### src/common/serial_clock_map.svh
// Register map, field positions and counts of the serial clock block
// Assumes a 32-bit classic Wishbone slave with word-aligned byte addresses
`ifndef SERIAL_CLOCK_MAP_SVH
`define SERIAL_CLOCK_MAP_SVH
`define OFS_SYSTEM_CONTROL   8'h00
`define OFS_BAUD_CONTROL     8'h04
`define OFS_FRACTIONAL       8'h08
`define OFS_SERIAL_CONTROL   8'h0C
`define OFS_SERIAL_MODE      8'h10
`define OFS_STATUS           8'h14
`define SYS_PRESCALER_LSB    0
`define SYS_ENABLE_BIT       8
`define SYS_SYNC_MODE_BIT    9
`define BAUD_DIVISOR_LSB     0
`define BAUD_TAP_LSB         4
`define BAUD_FRAC_BIT        6
`define SCR_DIRECTION_BIT    0
`define SCR_EDGE_BIT         1
`define PRESCALER_SRC_FC16   2'h2
`define PRESCALER_IN_DIV     2'h3
`define FC16_DIV             4'hF
`define OVERSAMPLE_LAST      4'hF
`define SAMPLE_FIRST         4'h6
`define SAMPLE_MID           4'h7
`define SAMPLE_LAST          4'h8
`define FRAC_PHASES          5'h10
`endif

### src/common/serial_clock_pkg.sv
// Types shared by the serial clock block and its bench
// Assumes serial_clock_map.svh supplies the numbers
package serial_clock_pkg;
    typedef struct packed {
        logic        cyc;
        logic        stb;
        logic        we;
        logic [7:0]  adr;
        logic [3:0]  sel;
        logic [31:0] dat;
    } wb_req_type;
    typedef struct packed {
        logic        ack;
        logic [31:0] dat;
    } wb_rsp_type;
    typedef enum logic [1:0] {
        SRC_BAUD   = 2'b00,
        SRC_SYSTEM = 2'b01,
        SRC_TIMER0 = 2'b10,
        SRC_PIN    = 2'b11
    } async_src_type;
    typedef enum logic [1:0] {
        MODE_IDLE     = 2'b00,
        MODE_ASYNC    = 2'b01,
        MODE_SYNC_OUT = 2'b10,
        MODE_SYNC_IN  = 2'b11
    } clock_mode_type;
endpackage : serial_clock_pkg

### src/hdl/serial_channel_clock_gen.sv
// Prescaler, baud generator, basic clock selection and receive sampling
// Assumes one 100 MHz clock; pins come from outside and are synchronised
`include "serial_clock_map.svh"

// Operation
// - A 6-bit prescaler produces the taps for the baud generator.
// - The selected prescaler source is divided by four into the lowest tap.
// - The prescaler runs only while the baud generator is in use.
// - Baud generator input is one of taps divide 1, 4, 16 or 64.
// - A 2-bit tap field in the baud control register picks the tap.
// - Fractional off divides by integer N from 1 to 16.
// - Fractional on in async mode divides by N plus (16-K)/16.
// - External clock gives bit rate f/16 async, f synchronous.
// - Timer 0 match is an async-only source at sixteen times bit rate.
// - Synchronous output mode basic clock is baud output halved.
// - Synchronous input mode detects the selected shift clock edge.
// - Async 2-bit source field picks baud, system, timer or pin clock.
// - A 4-bit counter takes 16 clocks a bit, sampling counts 6, 7, 8.
// - The bit is the majority of the three samples.
// - Output shift clock mode samples receive pin on the selected edge.
// - Input shift clock mode samples receive pin on the selected edge.
module serial_channel_clock_gen (
    // Clock and reset
    input  wire logic                       mclk_in,
    input  wire logic                       reset_in,
    // Register bus
    input  wire serial_clock_pkg::wb_req_type wb_req_in,
    output serial_clock_pkg::wb_rsp_type    wb_rsp_out,
    // Timer and pins
    input  wire logic                       timer0_match_trigger_in,
    input  wire logic                       shift_clock_pin_in,
    output logic                            shift_clock_pin_out,
    output logic                            shift_clock_pin_oe_out,
    input  wire logic                       receive_pin_in,
    // Clock and sample results
    output logic                            bit_clock_out,
    output logic                            oversample_clock_out,
    output logic                            rx_bit_out,
    output logic                            rx_bit_valid_out
);
    import serial_clock_pkg::*;

    logic [1:0]     prescaler_source_select;
    logic           channel_enable;
    logic           sync_mode;
    logic [3:0]     integer_divisor_field;
    logic [1:0]     baud_input_tap_select;
    logic           fractional_divide_enable;
    logic [3:0]     fractional_k_field;
    logic           shift_clock_direction;
    logic           shift_edge_select;
    async_src_type  async_clock_source_select;
    clock_mode_type mode;
    logic [1:0]     sck_sync;
    logic           sck_prev;
    logic [1:0]     rx_sync;
    logic [3:0]     fc16_cnt;
    logic [1:0]     div4_cnt;
    logic [5:0]     pre_cnt;
    logic           pre_run;
    logic           src_pulse;
    logic           prescaler_tap_div1;
    logic           prescaler_tap_div4;
    logic           prescaler_tap_div16;
    logic           prescaler_tap_div64;
    logic           tap;
    logic [4:0]     bd_cnt;
    logic [4:0]     div_len;
    logic [3:0]     frac_phase;
    logic           frac_active;
    logic           baud_pulse;
    logic           sclk;
    logic           next_sclk;
    logic           pin_edge;
    logic           oversample_clock;
    logic [3:0]     rx_cnt;
    logic [2:0]     votes;
    logic           wr;
    logic           rd_hit;
    logic [31:0]    rd_data;

    // Rising edge when sel is low, falling edge when high
    function automatic logic edge_hit(input logic sel, input logic old_v, input logic new_v);
        edge_hit = sel ? (old_v & ~new_v) : (~old_v & new_v);
    endfunction : edge_hit

    function automatic logic majority(input logic [2:0] v);
        majority = (v[0] & v[1]) | (v[0] & v[2]) | (v[1] & v[2]);
    endfunction : majority

    always_comb begin
        case ({channel_enable, sync_mode, shift_clock_direction})
            3'b100, 3'b101: mode = MODE_ASYNC;
            3'b110:         mode = MODE_SYNC_OUT;
            3'b111:         mode = MODE_SYNC_IN;
            default:        mode = MODE_IDLE;
        endcase
    end

    // Register bus: one wait state, every access acknowledged
    assign wr = wb_req_in.cyc & wb_req_in.stb & wb_req_in.we & ~wb_rsp_out.ack & wb_req_in.sel[0];

    // One process owns the whole response; unmapped addresses read as zero
    always_ff @(posedge mclk_in or posedge reset_in) begin
        if (reset_in) begin
            wb_rsp_out <= '0;
        end else begin
            wb_rsp_out.ack <= wb_req_in.cyc & wb_req_in.stb & ~wb_rsp_out.ack;
            if (wb_req_in.cyc & wb_req_in.stb & ~wb_rsp_out.ack) begin
                wb_rsp_out.dat <= rd_hit ? rd_data : 32'h0;
            end
        end
    end

    always_ff @(posedge mclk_in or posedge reset_in) begin
        if (reset_in) begin
            prescaler_source_select   <= 2'h0;
            channel_enable            <= 1'b0;
            sync_mode                 <= 1'b0;
            integer_divisor_field     <= 4'h0;
            baud_input_tap_select     <= 2'h0;
            fractional_divide_enable  <= 1'b0;
            fractional_k_field        <= 4'h0;
            shift_clock_direction     <= 1'b0;
            shift_edge_select         <= 1'b0;
            async_clock_source_select <= SRC_BAUD;
        end else if (wr) begin
            case (wb_req_in.adr)
                `OFS_SYSTEM_CONTROL: begin
                    prescaler_source_select <= wb_req_in.dat[`SYS_PRESCALER_LSB +: 2];
                    if (wb_req_in.sel[1]) begin
                        channel_enable <= wb_req_in.dat[`SYS_ENABLE_BIT];
                        sync_mode      <= wb_req_in.dat[`SYS_SYNC_MODE_BIT];
                    end
                end
                `OFS_BAUD_CONTROL: begin
                    integer_divisor_field    <= wb_req_in.dat[`BAUD_DIVISOR_LSB +: 4];
                    baud_input_tap_select    <= wb_req_in.dat[`BAUD_TAP_LSB +: 2];
                    fractional_divide_enable <= wb_req_in.dat[`BAUD_FRAC_BIT];
                end
                `OFS_FRACTIONAL: fractional_k_field <= wb_req_in.dat[3:0];
                `OFS_SERIAL_CONTROL: begin
                    shift_clock_direction <= wb_req_in.dat[`SCR_DIRECTION_BIT];
                    shift_edge_select     <= wb_req_in.dat[`SCR_EDGE_BIT];
                end
                `OFS_SERIAL_MODE: async_clock_source_select <= async_src_type'(wb_req_in.dat[1:0]);
                default: ;
            endcase
        end
    end

    always_comb begin
        rd_hit  = 1'b1;
        rd_data = 32'h0;
        case (wb_req_in.adr)
            `OFS_SYSTEM_CONTROL: begin
                rd_data[1:0] = prescaler_source_select;
                rd_data[`SYS_ENABLE_BIT]    = channel_enable;
                rd_data[`SYS_SYNC_MODE_BIT] = sync_mode;
            end
            `OFS_BAUD_CONTROL: rd_data[6:0] = {fractional_divide_enable, baud_input_tap_select,
                                               integer_divisor_field};
            `OFS_FRACTIONAL:     rd_data[3:0] = fractional_k_field;
            `OFS_SERIAL_CONTROL: rd_data[1:0] = {shift_edge_select, shift_clock_direction};
            `OFS_SERIAL_MODE:    rd_data[1:0] = async_clock_source_select;
            `OFS_STATUS:         rd_data[7:0] = {pre_run, sclk, rx_cnt, rx_bit_out, 1'b0};
            default:             rd_hit = 1'b0;
        endcase
    end

    // Pin synchronisers; first stage read only by the second
    always_ff @(posedge mclk_in or posedge reset_in) begin
        if (reset_in) begin
            sck_sync <= 2'b11;
            sck_prev <= 1'b1;
            rx_sync  <= 2'b11;
        end else begin
            sck_sync <= {sck_sync[0], shift_clock_pin_in};
            sck_prev <= sck_sync[1];
            rx_sync  <= {rx_sync[0], receive_pin_in};
        end
    end

    // Prescaler stops outside baud generator use to save power
    assign pre_run = (mode == MODE_SYNC_OUT) ||
                     (mode == MODE_ASYNC && async_clock_source_select == SRC_BAUD);
    assign src_pulse = (prescaler_source_select == `PRESCALER_SRC_FC16) ? (fc16_cnt == `FC16_DIV) : 1'b1;

    always_ff @(posedge mclk_in or posedge reset_in) begin
        if (reset_in) begin
            fc16_cnt <= 4'h0;
            div4_cnt <= 2'h0;
            pre_cnt  <= 6'h0;
        end else if (!pre_run) begin
            fc16_cnt <= 4'h0;
            div4_cnt <= 2'h0;
            pre_cnt  <= 6'h0;
        end else begin
            fc16_cnt <= fc16_cnt + 4'h1;
            if (src_pulse) begin
                div4_cnt <= div4_cnt + 2'h1;
            end
            if (prescaler_tap_div1) begin
                pre_cnt <= pre_cnt + 6'h1;
            end
        end
    end

    assign prescaler_tap_div1  = pre_run & src_pulse & (div4_cnt == `PRESCALER_IN_DIV);
    assign prescaler_tap_div4  = prescaler_tap_div1 & (pre_cnt[1:0] == 2'h3);
    assign prescaler_tap_div16 = prescaler_tap_div1 & (pre_cnt[3:0] == 4'hF);
    assign prescaler_tap_div64 = prescaler_tap_div1 & (pre_cnt == 6'h3F);

    always_comb begin
        case (baud_input_tap_select)
            2'h0:    tap = prescaler_tap_div1;
            2'h1:    tap = prescaler_tap_div4;
            2'h2:    tap = prescaler_tap_div16;
            default: tap = prescaler_tap_div64;
        endcase
    end

    // Fraction honoured only in async mode; the enable is masked in other modes
    assign frac_active = fractional_divide_enable & (mode == MODE_ASYNC);
    always_comb begin
        div_len = (integer_divisor_field == 4'h0) ? 5'h10 : {1'b0, integer_divisor_field};
        if (frac_active && ({1'b0, frac_phase} < (`FRAC_PHASES - {1'b0, fractional_k_field}))) begin
            div_len = div_len + 5'h1;
        end
    end
    assign baud_pulse = tap & (bd_cnt >= div_len - 5'h1);

    always_ff @(posedge mclk_in or posedge reset_in) begin
        if (reset_in) begin
            bd_cnt     <= 5'h0;
            frac_phase <= 4'h0;
        end else if (!pre_run) begin
            bd_cnt     <= 5'h0;
            frac_phase <= 4'h0;
        end else if (baud_pulse) begin
            bd_cnt     <= 5'h0;
            frac_phase <= frac_phase + 4'h1;
        end else if (tap) begin
            bd_cnt <= bd_cnt + 5'h1;
        end
    end

    // Shift clock idles high; toggles on each baud pulse in synchronous output mode
    assign next_sclk = (mode == MODE_SYNC_OUT) ? (sclk ^ baud_pulse) : 1'b1;
    always_ff @(posedge mclk_in or posedge reset_in) begin
        if (reset_in) begin
            sclk <= 1'b1;
        end else begin
            sclk <= next_sclk;
        end
    end
    assign shift_clock_pin_out    = sclk;
    assign shift_clock_pin_oe_out = (mode == MODE_SYNC_OUT);

    assign pin_edge = ~sck_prev & sck_sync[1];
    always_comb begin
        case (async_clock_source_select)
            SRC_BAUD:   oversample_clock = baud_pulse;
            SRC_SYSTEM: oversample_clock = 1'b1;
            SRC_TIMER0: oversample_clock = timer0_match_trigger_in;
            SRC_PIN:    oversample_clock = pin_edge;
            default:    oversample_clock = 1'b0;
        endcase
    end

    // Async oversampling; start bit alignment is left to the receiver
    always_ff @(posedge mclk_in or posedge reset_in) begin
        if (reset_in) begin
            rx_cnt <= 4'h0;
            votes  <= 3'h0;
        end else if (mode != MODE_ASYNC) begin
            rx_cnt <= 4'h0;
        end else if (oversample_clock) begin
            rx_cnt <= rx_cnt + 4'h1;
            if (rx_cnt == `SAMPLE_FIRST) votes[0] <= rx_sync[1];
            if (rx_cnt == `SAMPLE_MID)   votes[1] <= rx_sync[1];
            if (rx_cnt == `SAMPLE_LAST)  votes[2] <= rx_sync[1];
        end
    end

    // Bit clock, oversample pulse and received bit per mode
    always_ff @(posedge mclk_in or posedge reset_in) begin
        if (reset_in) begin
            bit_clock_out        <= 1'b0;
            oversample_clock_out <= 1'b0;
            rx_bit_out           <= 1'b1;
            rx_bit_valid_out     <= 1'b0;
        end else begin
            bit_clock_out        <= 1'b0;
            oversample_clock_out <= 1'b0;
            rx_bit_valid_out     <= 1'b0;
            case (mode)
                MODE_ASYNC: begin
                    oversample_clock_out <= oversample_clock;
                    if (oversample_clock && rx_cnt == `OVERSAMPLE_LAST) begin
                        bit_clock_out    <= 1'b1;
                        rx_bit_out       <= majority(votes);
                        rx_bit_valid_out <= 1'b1;
                    end
                end
                MODE_SYNC_OUT: begin
                    bit_clock_out <= ~sclk & next_sclk;
                    if (edge_hit(shift_edge_select, sclk, next_sclk)) begin
                        rx_bit_out       <= rx_sync[1];
                        rx_bit_valid_out <= 1'b1;
                    end
                end
                MODE_SYNC_IN: begin
                    if (edge_hit(shift_edge_select, sck_prev, sck_sync[1])) begin
                        bit_clock_out    <= 1'b1;
                        rx_bit_out       <= rx_sync[1];
                        rx_bit_valid_out <= 1'b1;
                    end
                end
                default: ;
            endcase
        end
    end
endmodule : serial_channel_clock_gen

### config.mk
export PLATFORM = sky130hd
export DESIGN_NAME = serial_channel_clock_gen
export DESIGN_NICKNAME = d
export VERILOG_FILES = /design/src/common/serial_clock_pkg.sv /design/src/hdl/serial_channel_clock_gen.sv
export VERILOG_INCLUDE_DIRS = /design/src /design/src/common
export SDC_FILE = /design/constraint.sdc
export NUM_CORES = 1
export LEC_CHECK = 0
export ABC_AREA = 0
export BUFFER_PORTS_ARGS = -buffer_cell sky130_fd_sc_hd__buf_2
export CAP_MARGIN = 20
export CORE_MARGIN = 8
export CORE_UTILIZATION = 49
export DETAILED_ROUTE_END_ITERATION = 10
export MAX_ROUTING_LAYER = met4
export PLACE_DENSITY = 0.77
export SYNTH_ARGS = -nofsm -noshare
export SYNTH_HDL_FRONTEND = slang
export SYNTH_SLANG_ARGS = --single-unit
### constraint.sdc
create_clock -name mclk_in -period 4 [get_ports mclk_in]
set_input_delay 0.8 -clock mclk_in [delete_from_list [all_inputs] [get_ports mclk_in]]
set_output_delay 0.8 -clock mclk_in [all_outputs]
set_load 0.02 [all_outputs]
# ---- After elaboration in Yosys (flattened, before gate mapping)
# Cells that the tools add are included.
dict set report word_totals {
  word_cells 163
  inputBits 52
  regBits 90
  output_inout_bits 39
}
dict set report classes {
  eq_ne 35
  muxes 38
  n_lt_le_gt_ge 2
  n_addsub 9
  reduce_logical 22
  n_bitwise 28
}
# cell count
set ops {}
lappend ops {{two-way mux 5 bit} 5}
lappend ops {{two-way mux 4 bit} 5}
lappend ops {{bitwise AND 1 bit} 19}
lappend ops {{== test 2 bit (second input constant)} 8}
lappend ops {{== test 4 bit (second input constant)} 4}
lappend ops {{== test 8 x 4 -> 1 bit (second input constant)} 2}
lappend ops {{== test 8 x 5 -> 1 bit (second input constant)} 2}
lappend ops {{two-way mux 1 bit} 13}
lappend ops {{adder 4 x 1 -> 4 bit (second input constant)} 3}
lappend ops {{== test 3 bit (second input constant)} 4}
lappend ops {{two-way mux 6 bit} 2}
lappend ops {{inequality test 2 x 1 -> 1 bit (second input constant)} 6}
lappend ops {{one-hot mux 1 bit (3 select lines)} 4}
lappend ops {{one-hot mux 2 bit (3 select lines)} 2}
lappend ops {{one-hot mux 2 bit (6 select lines)} 1}
lappend ops {{AND reduction 3 bit} 4}
lappend ops {{adder 5 x 1 -> 5 bit (second input constant)} 2}
lappend ops {{two-way mux 10 bit} 1}
lappend ops {{AND reduction 2 bit} 5}
lappend ops {{== test 4 x 3 -> 1 bit (second input constant)} 2}
lappend ops {{== test 8 x 3 -> 1 bit (second input constant)} 1}
lappend ops {{zero test 8 bit} 1}
lappend ops {{adder 6 x 1 -> 6 bit (second input constant)} 1}
lappend ops {{== test 2 x 1 -> 1 bit (second input constant)} 3}
lappend ops {{other kinds (23)} 34}

# ---- Depth between registers and ports, before layout
dict set report logic_depth {
  word_depth 18
  depth_mapped 19
  depth_no_buf 19
}

# ---- Least setup slack after synthesis
# Ideal clock, no wire load.
dict set report synth_timing {
  kind {register to register}
  startpoint {register fractional_k_field[0]}
  endpoint {register votes[2]}
  t_required_ns 3.872
  synth_period_minus_slack_ns 4.089
  arrival_time_ns 3.962
  stages_incl_launch_ff 19
  path_buffers 0
  setup_time_ns 0.128
  setup_slack_ns -0.089
  path_cell_list {dfrtp_1 > inv_1 > ha_1 > xor2_1 > ha_1 > a21o_1 > a31oi_1 > o21ai_1 > xnor2_1 > ha_1 > nand2_1 > mux2_2 > o32a_1 > ha_1 > nand2_1 > o21ai_2 > a31oi_4 > nor4_2 > mux2_1}
}
dict set report synth_via {
  elab_chain_len 9
}
# element line_no
set synth_rtl {}
lappend synth_rtl {{start, declared} serial_channel_clock_gen.sv:49} ;# logic [3:0] fractional_k_field;
lappend synth_rtl {{start signal, assigned} serial_channel_clock_gen.sv:141} ;# `OFS_FRACTIONAL: fractional_k_field <= wb_req_in.dat[3:0];
lappend synth_rtl {{subtractor 5 x 4 -> 5 bit (no line)} n/a}
lappend synth_rtl {{< comparator 4 x 5 -> 1 bit} serial_channel_clock_gen.sv:227} ;# if (frac_active && ({1'b0, frac_phase} < (`FRAC_PHASES - {1'b0, fractional_k_field}))) begin
lappend synth_rtl {{logical AND 1 bit} serial_channel_clock_gen.sv:227}
lappend synth_rtl {{two-way mux 5 bit} serial_channel_clock_gen.sv:227}
lappend synth_rtl {{subtractor 5 x 1 -> 5 bit} serial_channel_clock_gen.sv:231} ;# assign baud_pulse = tap & (bd_cnt >= div_len - 5'h1);
lappend synth_rtl {{>= comparator 5 bit} serial_channel_clock_gen.sv:231}
lappend synth_rtl {{bitwise AND 1 bit} serial_channel_clock_gen.sv:231}
lappend synth_rtl {{one-hot mux 1 bit (4 select lines)} serial_channel_clock_gen.sv:262} ;# case (async_clock_source_select)
lappend synth_rtl {{AND reduction 3 bit (no line)} n/a}
lappend synth_rtl {{end signal, assigned} serial_channel_clock_gen.sv:282} ;# if (rx_cnt == `SAMPLE_LAST) votes[2] <= rx_sync[1];
lappend synth_rtl {{end, declared} serial_channel_clock_gen.sv:77} ;# logic [2:0] votes;
# No other way between the ends.
# A chain may end at the register's enable or synchronous reset.

# ---- Worst setup path after layout
# Ends and elaborated chain as after synthesis.

==> out/qor.csv <==
stage;metric;value;unit
status;status;finished, violations left;
status;failed_checks;negative setup slack;
place;routabilityCongestion;0.9108;
detailed_routing;drc;0;
grt;antenna_found_initial;0;
clock_tree;path_clk_slew;0.07;ns
clock_tree;clock_latency;0.35;ns
setup_path;crit_start;fractional_k_field[0];
detailed_routing;wl_per_cell;17.14;microns
clock_tree;cts-root-buf;clkbuf_8;
final_layout;drive_gt1_frac;0.2898;
timing;tightest_slew;0.9540;ns
power;vdd_drop_max;0.2294;mV
final_layout;insertedDiodeCount;0;
place;numPortBuffers;43;
power;pwr_density_cell;328.4;nW/um^2
synth;synthDistinctLibCells;58;
floorplanning;io-pin-count;91;
detailed_routing;ant_nets;0;
synth;yosys_warnings;0;
synth;synth_edf_count;0;
place;place_area;4184;sq um
floorplanning;core_region_area;7647;sq um
timing;postLayoutSetupSlackWorst;-0.05978;ns
power;power.leakage;2.164;nW
final_layout;most-common-layout-cells;dfrtp_1 (61), buf_2 (43), nor2_1 (38);
timing;hold_slack;0.3578;ns
setup_path;reg2reg_slack;-0.06;ns
timing;finalCritPeriodShare;1.015;
timing;rsz0062_at_grt;true;
setup_path;arrival;4.29;ns
final_layout;syn2layout_area_growth;20.73;%
timing;finalHoldViolCount;0;
setup_path;cp-start-kind;flop;
place;place_ws;-0.1379;ns
synth;syn-cell-area;3820;sq um
clock_tree;cts_made_buffers;9;
timing;setup_viol;3;
floorplanning;rows;32;
clock_tree;hold_buffers;0;
setup_path;reg2reg_to;votes[2];
power;total_power;1.514;mW
detailed_routing;via_per_inst;5.565;
synth;ys_seq_area_frac;0.4478;
setup_path;worstRegToRegCells;18;
clock_tree;htreeDepth;3;
floorplanning;start_util;0.4995;
detailed_routing;wl;9.495;mm
timing;fmax;246.3;MHz
clock_tree;clock_sinks;68;
floorplanning;die_w;104.3;microns
timing;skew;0.004324;ns
grt;grt_pass1_vias;3133;
clock_tree;cts_buffer_depth;2;
synth;synth_ff_type;dfrtp_1;
final_layout;stdcell_area;4612;sq um
synth;avgSynthCellArea;10.03;sq um
min_path;hp-class;flop to flop;
synth;ys_seq_elements;68;
setup_path;path_class;flop to flop;
timing;relSlewSlack;0.3559;
clock_tree;cts_tree;built;
final_layout;final_util;0.6031;
floorplanning;dieArea;10880;sq um
grt;grt_max_degree;52;
floorplanning;die_height;104.3;microns
setup_path;cp_max_fo;4;
setup_path;required;4.23;ns
setup_path;r2r-start;fractional_k_field[0];
timing;finalCriticalPeriod;4.060;ns
final_layout;final_common_cell;dfrtp_1;
synth;async_flop_share;1.000;
place;hpwl;6.682;mm
detailed_routing;drt_iter0_drc;224;
flow_run;maxCapViolCount;0;
setup_path;end_kind;flop;
detailed_routing;drtPass1Iterations;6;
detailed_routing;vias;3083;
grt;overflow;0;
setup_path;endpoint;votes[2];
synth;syn-instance-count;381;
grt;grt.total_usage;0.1801;
grt;grt_pass1_wl;15.68;mm
final_layout;nNetsFinal;522;
timing;finalMaxSlewViolations;0;
## critical path: stages (launching register included)
cell	delay [ns]
dfrtp_1	0.38
inv_1	0.06
ha_2	0.18
xor2_1	0.15
ha_1	0.26
a21o_1	0.21
a31oi_4	0.20
o21ai_4	0.11
mux2i_2	0.23
ha_2	0.25
nand2_1	0.06
mux2_4	0.27
o32a_1	0.32
ha_4	0.31
nand2_4	0.05
o21ai_4	0.23
a31oi_4	0.15
nor4_2	0.18
mux2_1	0.35
## cells in the mapped netlist, drive strengths merged (2+ instances only)
cell | count | share of area
o31ai | 2 | 0.0039
a22oi | 4 | 0.0079
buf | 24 | 0.046
a222oi | 3 | 0.0079
a31oi | 7 | 0.019
nand4 | 2 | 0.0033
nand2b | 6 | 0.0098
inv | 17 | 0.017
nor4 | 3 | 0.0065
a22o | 2 | 0.0046
nor2 | 39 | 0.038
nor2b | 4 | 0.0065
mux2 | 17 | 0.050
ha | 23 | 0.075
nor3b | 2 | 0.0039
o21ai | 24 | 0.032
a221oi | 4 | 0.0092
and2 | 4 | 0.0065
nand2 | 35 | 0.035
clkbuf | 6 | 0.0059
a21o | 3 | 0.0059
nand3 | 17 | 0.024
mux2i | 5 | 0.013
xor2 | 9 | 0.021
dfstp | 7 | 0.048
nand3b | 2 | 0.0039
a21oi | 9 | 0.012
xnor2 | 12 | 0.028
dfrtp | 61 | 0.40
o211ai | 3 | 0.0059
nor3 | 6 | 0.0079
## through the flow
stage                     std cells  setup TNS (ns)
after floorplan                 402               0
after global placement          533       -0.003737
after detailed placement        533         -0.6669
after CTS                       550               0
after global routing            554          -1.733
final                           554         -0.1409
## flip-flops by register name, summed over array words and instances, names as in the netlist, 2 cells and up
signal                     cells
frac_phase                     4
div4_cnt                       2
sck_sync                       2
wb_rsp_out                    11
prescaler_source_select        2
rx_cnt                         4
baud_input_tap_select          2
fractional_k_field             4
pre_cnt                        6
integer_divisor_field          4
fc16_cnt                       4
bd_cnt                         5
rx_sync                        2
async_clock_source_select      2
votes                          3
## cells by family after synthesis
group / Yosys count / synth area share
other: 1 / 0.0009817
xor gates and xnor gates: 21 / 0.04815
buffers and inverters: 48 / 0.06944
and+or+nand+nor: 128 / 0.1615
DFF: 68 / 0.4478
muxes: 22 / 0.06322
adders and majority gates: 24 / 0.07796
AOI/OAI and AO/OA: 69 / 0.1310
## where the power goes
part	internal [mW]	switching, mW	total (mW)
logic	0.0285	0.0698	0.0982
clock network	0.435	0.276	0.711
registers	0.699	0.00703	0.706
total	1.16	0.352	1.51
## layout make-up
type	count	area [sq um]
fill	600	3035
multi-input combinational	286	2073
sequential	68	1710
timing repair buffer	64	384.1
clock buffer	11	141.4
tap	102	127.6
clock inverter	5	107.6
inverter	18	67.56
## per-layer routing
| layer | wire (microns) | GRT usage |
|---|---|---|
| met1 | 4179 | 0.2298 |
| met3 | 634 | 0.04833 |
| met4 | 193 | 0.05584 |
| met2 | 4488 | 0.2723 |
| met5 | 0 | - |
## how the worst min path moves through the flow
stage / from / to / slack [ns] / cells after the start
after detailed placement: rx_sync[0] / rx_sync[1] / 0.35 / 0
after floorplan: rx_sync[0] / rx_sync[1] / 0.35 / 0
after CTS: rx_sync[0] / rx_sync[1] / 0.36 / 0
after global routing: rx_sync[0] / rx_sync[1] / 0.37 / 0
after global placement: sck_sync[0] / sck_sync[1] / 0.35 / 0
final: rx_sync[0] / rx_sync[1] / 0.36 / 0
## what timing repair did
item                                   4_1_cts  5_1_grt
gates resized for setup                     10       19
setup endpoints to repair                   12       19
buffers inserted                             1        4
endpoints found under the hold margin        0        0
pin swaps                                    4       12
(Power assumes the default switching activity.)
